==> config.mk <==
export PLATFORM = sky130hd
export DESIGN_NAME = hai_host
export DESIGN_NICKNAME = d
export VERILOG_FILES = /design/src/hw/hai_pkg.sv /design/src/hw/hai_sync.sv /design/src/hw/hai_host.sv
export SDC_FILE = /design/constraint.sdc
export NUM_CORES = 1
export LEC_CHECK = 0
export ABC_AREA = 0
export BUFFER_PORTS_ARGS = -buffer_cell sky130_fd_sc_hd__buf_2
export CAP_MARGIN = 15
export CELL_PAD_IN_SITES_DETAIL_PLACEMENT = 0
export CELL_PAD_IN_SITES_GLOBAL_PLACEMENT = 1
export CORE_UTILIZATION = 50
export CTS_BUF_LIST = sky130_fd_sc_hd__clkbuf_4 sky130_fd_sc_hd__clkbuf_8
export CTS_CLUSTER_DIAMETER = 120
export DETAILED_ROUTE_END_ITERATION = 10
export GPL_ROUTABILITY_DRIVEN = 0
export PLACE_DENSITY_LB_ADDON = 0.1
export SYNTH_ARGS = -nofsm -noshare
export SYNTH_HDL_FRONTEND = slang
export SYNTH_SLANG_ARGS = --single-unit
==> constraint.sdc <==
create_clock -name i_sys_clk -period 6.1 [get_ports i_sys_clk]
set_clock_uncertainty 0.2 [all_clocks]
set_input_delay 0.915 -clock i_sys_clk [delete_from_list [all_inputs] [get_ports i_sys_clk]]
set_output_delay 0.915 -clock i_sys_clk [all_outputs]
set_load 0.02 [all_outputs]
==> src/hw/hai_pkg.sv <==
`default_nettype none
package hai_pkg;
  // clock rate and derived cycle counts
  localparam int CLK_MHZ = 100;
  localparam int SYNC_LAT = 2;
  localparam int T_ACQ_NS = 160;
  localparam int T_WAKE_NS = 360;
  localparam int T_WR_NS = 250;
  localparam int T_RD_GAP_NS = 250;
  localparam int T_ACC2_NS = 130;
  localparam int T_ACC1_NS = 205;
  localparam int T_RM_ACC_NS = 130;
  localparam int CNT_W = 8;
  localparam int RES_W = 8;
  localparam int NIB_W = 4;

  // least time rounded up to whole cycles, never below one
  function automatic int ns_to_cyc(input int ns);
    int c;
    c = (ns * CLK_MHZ + 999) / 1000;
    return (c < 1) ? 1 : c;
  endfunction : ns_to_cyc

  localparam int ACQ_CYC = ns_to_cyc(T_ACQ_NS);
  localparam int WAKE_CYC = ns_to_cyc(T_WAKE_NS);
  localparam int WR_CYC = ns_to_cyc(T_WR_NS);
  localparam int RD_GAP_CYC = ns_to_cyc(T_RD_GAP_NS);
  localparam int ACC2_CYC = ns_to_cyc(T_ACC2_NS) + SYNC_LAT;
  localparam int ACC1_CYC = ns_to_cyc(T_ACC1_NS) + SYNC_LAT;
  localparam int RM_ACC_CYC = ns_to_cyc(T_RM_ACC_NS) + SYNC_LAT;

  // interface modes on the mode pin
  localparam logic MODE_READ = 1'h0;
  localparam logic MODE_WRITE_READ = 1'h1;

  // pins driven toward the converter
  typedef struct packed {
    logic cs_n;
    logic rd_n;
    logic wr_n;
    logic wr_oe;
    logic mode;
    logic sleep_request_n;
  } hai_pins_type;

  localparam hai_pins_type PINS_RST = '{cs_n: 1'h1, rd_n: 1'h1, wr_n: 1'h1,
    wr_oe: 1'h0, mode: 1'h0, sleep_request_n: 1'h1};

  // pins sensed from the converter
  typedef struct packed {
    logic int_n;
    logic ready;
    logic [RES_W-1:0] result_bus;
  } hai_sense_type;

  localparam hai_sense_type SENSE_RST = '{int_n: 1'h1, ready: 1'h1, result_bus: '0};
endpackage : hai_pkg
`default_nettype wire

==> src/hw/hai_sync.sv <==
`default_nettype none
module hai_sync #(
  parameter int WIDTH = 1,
  parameter logic [WIDTH-1:0] RST_VAL = '0
) (
  // clock and reset
  input wire logic i_sys_clk,
  input wire logic i_nrst,
  input wire logic i_clk_en,
  // asynchronous in, synchronous out
  input wire logic [WIDTH-1:0] i_async,
  output logic [WIDTH-1:0] o_sync
);
  logic [WIDTH-1:0] meta_q;
  logic [WIDTH-1:0] sync_q;
  always_ff @(posedge i_sys_clk or negedge i_nrst)
  begin
    if (!i_nrst)
    begin
      meta_q <= RST_VAL;
      sync_q <= RST_VAL;
    end
    else if (i_clk_en)
    begin
      meta_q <= i_async;
      sync_q <= meta_q;
    end
  end
  assign o_sync = sync_q;
endmodule : hai_sync
`default_nettype wire

==> src/hw/hai_host.sv <==
// Overview of operation
// - chip select stays high while asleep
// - other inputs held steady while asleep
// - first conversion 360ns after wake
// - read mode: track 160ns before converting
// - read strobe low starts read-mode conversion
// - external timing: read 250ns after write
// - 160ns after end flag before next write
// - internal delay: wait end flag, then read
`default_nettype none
module hai_host (
  // clock and reset
  input wire logic i_sys_clk,
  input wire logic i_nrst,
  input wire logic i_clk_en,
  // user side
  input wire logic i_start,
  input wire logic i_mode_wr,
  input wire logic i_fast,
  input wire logic i_sleep,
  output logic o_busy,
  output logic o_asleep,
  output logic o_done,
  output logic [hai_pkg::RES_W-1:0] o_result,
  // converter pins
  output hai_pkg::hai_pins_type o_pins,
  input wire logic i_wr_rdy,
  input wire logic i_int_n,
  input wire logic [hai_pkg::RES_W-1:0] i_result_bus
);
  import hai_pkg::*;

  typedef enum logic [3:0] {
    ST_IDLE, ST_SLEEP, ST_WAKE, ST_ACQ, ST_RM_RD, ST_RM_ACC,
    ST_WM_WR, ST_WM_GAP, ST_WM_RD, ST_FIN
  } hai_state_type;

  if (ACC1_CYC >= (1 << CNT_W) || WAKE_CYC >= (1 << CNT_W))
  begin : g_cnt_check
    $error("counter too narrow");
  end

  hai_state_type state_q, state_d;
  logic [CNT_W-1:0] cnt_q, cnt_d;
  logic mode_q, mode_d;
  logic fast_q, fast_d;
  logic done_q, done_d;
  logic [RES_W-1:0] result_q, result_d;
  hai_pins_type pins_q, pins_d;
  hai_sense_type sense_raw, sense_s;

  assign sense_raw = '{int_n: i_int_n, ready: i_wr_rdy, result_bus: i_result_bus};

  // end flag and ready reset to their idle high level so no false end follows reset
  hai_sync #(.WIDTH($bits(hai_sense_type)), .RST_VAL(SENSE_RST)) u_sync (
    .i_sys_clk(i_sys_clk),
    .i_nrst(i_nrst),
    .i_clk_en(i_clk_en),
    .i_async(sense_raw),
    .o_sync(sense_s)
  );

  function automatic logic [CNT_W-1:0] cyc(input int n);
    return CNT_W'(n);
  endfunction : cyc

  always_comb
  begin
    state_d = state_q;
    cnt_d = (cnt_q != '0) ? cnt_q - 1'b1 : cnt_q;
    mode_d = mode_q;
    fast_d = fast_q;
    done_d = 1'b0;
    result_d = result_q;
    unique case (state_q)
      ST_IDLE:
      begin
        if (i_sleep)
          state_d = ST_SLEEP;
        else if (i_start)
        begin
          mode_d = i_mode_wr;
          fast_d = i_fast;
          if (i_mode_wr == MODE_WRITE_READ)
          begin
            state_d = ST_WM_WR;
            cnt_d = cyc(WR_CYC);
          end
          else
            state_d = ST_RM_RD;
        end
        else
          mode_d = i_mode_wr;
      end
      ST_SLEEP:
        if (!i_sleep)
        begin
          state_d = ST_WAKE;
          cnt_d = cyc(WAKE_CYC);
        end
      ST_WAKE:
        if (cnt_q == '0)
          state_d = ST_IDLE;
      ST_ACQ:
        if (cnt_q == '0)
          state_d = ST_IDLE;
      ST_RM_RD:
        if (!sense_s.int_n)
        begin
          state_d = ST_RM_ACC;
          cnt_d = cyc(RM_ACC_CYC);
        end
      ST_RM_ACC:
        if (cnt_q == '0)
        begin
          result_d = sense_s.result_bus;
          state_d = ST_FIN;
        end
      ST_WM_WR:
        if (cnt_q == '0)
        begin
          state_d = ST_WM_GAP;
          cnt_d = cyc(RD_GAP_CYC);
        end
      ST_WM_GAP:
        if (fast_q ? (cnt_q == '0) : !sense_s.int_n)
        begin
          state_d = ST_WM_RD;
          cnt_d = fast_q ? cyc(ACC1_CYC) : cyc(ACC2_CYC);
        end
      ST_WM_RD:
        if (cnt_q == '0)
        begin
          result_d = sense_s.result_bus;
          state_d = ST_FIN;
        end
      ST_FIN:
      begin
        done_d = 1'b1;
        state_d = ST_ACQ;
        cnt_d = cyc(ACQ_CYC);
      end
    endcase
  end

  // pin levels follow the next state so that they leave flip-flops
  always_comb
  begin
    pins_d = PINS_RST;
    pins_d.mode = mode_d;
    pins_d.wr_oe = (mode_d == MODE_WRITE_READ);
    unique case (state_d)
      ST_SLEEP, ST_WAKE:
      begin
        pins_d.sleep_request_n = (state_d == ST_WAKE);
        pins_d.mode = mode_q;
        pins_d.wr_oe = (mode_q == MODE_WRITE_READ);
      end
      ST_RM_RD, ST_RM_ACC:
      begin
        pins_d.cs_n = 1'b0;
        pins_d.rd_n = 1'b0;
      end
      ST_WM_WR:
      begin
        pins_d.cs_n = 1'b0;
        pins_d.wr_n = 1'b0;
      end
      ST_WM_GAP:
        pins_d.cs_n = 1'b0;
      ST_WM_RD:
      begin
        pins_d.cs_n = 1'b0;
        pins_d.rd_n = 1'b0;
      end
      default:
      begin
      end
    endcase
  end

  always_ff @(posedge i_sys_clk or negedge i_nrst)
  begin
    if (!i_nrst)
    begin
      state_q <= ST_IDLE;
      cnt_q <= '0;
      mode_q <= MODE_READ;
      fast_q <= 1'b0;
      done_q <= 1'b0;
      result_q <= '0;
      pins_q <= PINS_RST;
    end
    else if (i_clk_en)
    begin
      state_q <= state_d;
      cnt_q <= cnt_d;
      mode_q <= mode_d;
      fast_q <= fast_d;
      done_q <= done_d;
      result_q <= result_d;
      pins_q <= pins_d;
    end
  end

  assign o_pins = pins_q;
  assign o_result = result_q;
  assign o_done = done_q;
  assign o_busy = (state_q != ST_IDLE);
  assign o_asleep = (state_q == ST_SLEEP);
endmodule : hai_host
`default_nettype wire

==> out/metrics.cfg <==
[status]
status = finished, final reports clean

[cts]
cts.clk_slew.worst_paths_ps = 90
clk_latency_ps = 300
cts_made_buffers = 5
htreeDepth = 2
cts_hold_buf = 0
postCtsSetupBuffers = 0
clock-root-buffer = clkbuf_8
cts_resized = 0
clock-sinks = 46
cts_max_path_buffers = 2
cts_tree = yes

[floorplan]
dieArea_um2 = 5640
core_um2 = 5140
die_height_um = 75.1
rows = 26
ios = 34
start_util_pct = 52.0
chipWidth_um = 75.1

[grt]
track_usage_pct = 21.6
grt_util_met2_pct = 33.3
grt_use_met3_pct = 4.42
use_met1_pct = 31.2
grt_max_degree = 55
busiest_layer = met2
grt_pass1_vias = 1809
grt_overflow = 0
antenna_found_initial = 0
grt_pass1_wl_um = 9070

[synthesis]
syn_nets = 300
ys.flop_type = dfrtp_1
yosysUniqueCellTypes = 52
synth_edf_count = 0
synth.cell_area_um2 = 2670
synth_seq_area_share_pct = 43.4
avgSynthCellArea_um2 = 9.51
async_flop_share_pct = 100
ys_warn_count = 0
ys_ff_latch = 46
netlist_instances = 281

[sta]
rsz0062_at_grt = false
finalSetupTns_ps = 0
final_hold_viol_count = 0
slew_headroom_pct = 49.1
setup_viol = 0
fmax_mhz = 322
slew_violations = 0
finalCritPeriodShare_pct = 50.9
layout_min_cycle_time_ps = 3100
tightest_slew_ps = 764

[setup_path]
cp-start-kind = flip-flop
critical_path_class = reg -> out
slowest_delay_ps = 680
crit_chain = nor4_1, inv_1, buf_2
ff2ff_setup_slack_ps = 3280
reg2reg_from = cnt_q[0]
cp.required_ps = 4980
cp_data_arrival_time_ps = 1990
timing.rr.end = cnt_q[0]
critical_path.slowest_cell = nor4_1
crit_fanout = 27
r2r_cells = 10
critPathCaptureType = primary output

[final_layout]
drive_above_1_share_pct = 28.6
regArea_um2 = 1160
fillCellCount = 501
diodes = 0
final_core_util_pct = 57.1
fin_nets = 319
area_growth_pct = 9.88
multi_input_area_um2 = 1370

[power]
power.internal_mw = 0.703
p_clk_share_pct = 15.6
power_density_nw_per_um2 = 422
combPwrFrac_pct = 42.1
leakage_nw = 1.30
p_sw_mw = 0.534
worst_ir_drop_vdd_v = 0.000187
switching_share_pct = 43.1
seq_power_share_pct = 42.3

[place]
port_buffers = 32
dp_hpwl_um = 3890

[route]
drc = 0
antenna_left = 0
dr.pass1.iters = 4
routed_wl_um = 5730
vias_per_cell = 5.71
drt_iter0_markers = 223
wl_per_cell_um = 15.4
via_count = 2118

[worst_hold_path]
hold_depth = 2
worstHoldEndpoint = o_pins[0]
hold_class = reg -> reg
min_from = o_pins[0]

[run]
drv_cap = 0

[power groups by stage]
stage | clock network (mW) | logic (mW) | registers [mW]
3_3_place_gp | 0 | 0.516 | 0.527
5_1_grt | 0.213 | 0.579 | 0.538
6_report | 0.193 | 0.521 | 0.524
3_5_place_dp | 0 | 0.520 | 0.526
2_1_floorplan | 0 | 0.457 | 0.469
4_1_cts | 0.201 | 0.523 | 0.520
[metal layers]
| metal | vias to the layer above | routed length, um | share of wire (%) |
|---|---|---|---|
| li1 | 1049 | - | - |
| met1 | 1006 | 2760 | 48 |
| met2 | 61 | 2700 | 47 |
| met3 | 2 | 247 | 4.3 |
| met4 | 0 | 22 | 0.38 |
| met5 | - | 0 | 0 |
[critical path, delay by kind of cell, from the launching register on]
family                 cells  cell delay (ps)
buffers and inverters      2              350
flip-flops                 1              670
AND/OR/NAND/NOR            1              680
[logic make-up after synthesis]
group | after synthesis | share of synthesized area [%]
AND/OR/NAND/NOR | 98 | 19.1
AO/OA/AOI/OAI | 67 | 16.2
flip-flops | 46 | 43.4
multiplexers | 34 | 14.1
buffers and inverters | 31 | 5.29
XOR/XNOR | 3 | 0.984
adder cells (fa/ha/maj) | 2 | 0.937
[per-stage QoR]
| stage | area, um2 | power (mW) | hold slack (ps) | worst slack, ps | instances |
|---|---|---|---|---|---|
| after detailed placement | 2820 | 1.05 | 288 | 3300 | 362 |
| after CTS | 2920 | 1.24 | 308 | 3000 | 370 |
| after global routing | 2940 | 1.33 | 328 | 2910 | 371 |
| after floorplan | 2670 | 0.926 | 275 | 3720 | 281 |
| after global placement | 2820 | 1.04 | 279 | 3310 | 362 |
| final | 2940 | 1.24 | 303 | 3000 | 371 |
[cells in the mapped netlist, drive strengths merged (2+ instances only)]
master	instances	area (um2)
a211o	2	17.5
a21o	2	15.0
a21oi	17	85.1
a31oi	6	37.5
a32oi	2	17.5
and3	3	18.8
buf	11	60.1
clkbuf	11	42.5
dfrtp	40	1000
dfstp	6	158
ha	2	25.0
inv	9	38.8
mux2	30	338
mux2i	4	40.0
nand2	21	78.8
nand2b	3	18.8
nand3	4	20.0
nand3b	4	30.0
nand4b	3	26.3
nor2	32	120
nor2b	4	25.0
nor3	10	55.1
nor3b	3	22.5
nor4	4	25.0
o21ai	19	95.1
o2bb2ai	3	26.3
o31ai	3	22.5
o32ai	2	17.5
or2	3	18.8
xor2	2	17.5
[layout by cell type (no fill, tap or decap), types with 8 or more instances in the layout]
master   count
o21ai_0     19
buf_2       32
nor2_1      32
nand2_1     21
inv_1        8
nor3_1       9
dfrtp_1     40
mux2_2      30
a21oi_1     17
[how the worst max path moves through the flow]
stage                     from   endpoint  slack [ps]  cells past startpoint
global placement    state_q[0]     o_busy        3310                      3
finish              state_q[0]     o_busy        3000                      3
global route        state_q[0]     o_busy        2910                      3
floorplan              i_sleep  o_pins[3]        3720                      8
detailed placement    cnt_q[0]   cnt_q[0]        3300                     10
CTS                 state_q[0]     o_busy        3000                      3
[area by class of cell]
| cell class | count | share of cell area (%) |
|---|---|---|
| clock buffers | 5 | 2.34 |
| clock inverters | 3 | 0.767 |
| inverters | 9 | 1.32 |
| multi-input cells | 204 | 46.7 |
| flip-flops and latches | 46 | 39.5 |
| well taps | 70 | 2.98 |
| repair buffers | 34 | 6.39 |
[flip-flops by register name, summed over array words and instances, names as in the netlist]
| signal | count |
|---|---|
| cnt_q | 8 |
| u_sync.meta_q | 9 |
| mode_q | 1 |
| o_pins | 5 |
| o_done | 1 |
| o_result | 8 |
| fast_q | 1 |
| state_q | 4 |
| u_sync.o_sync | 9 |
Power figures use the tool's default switching activity.
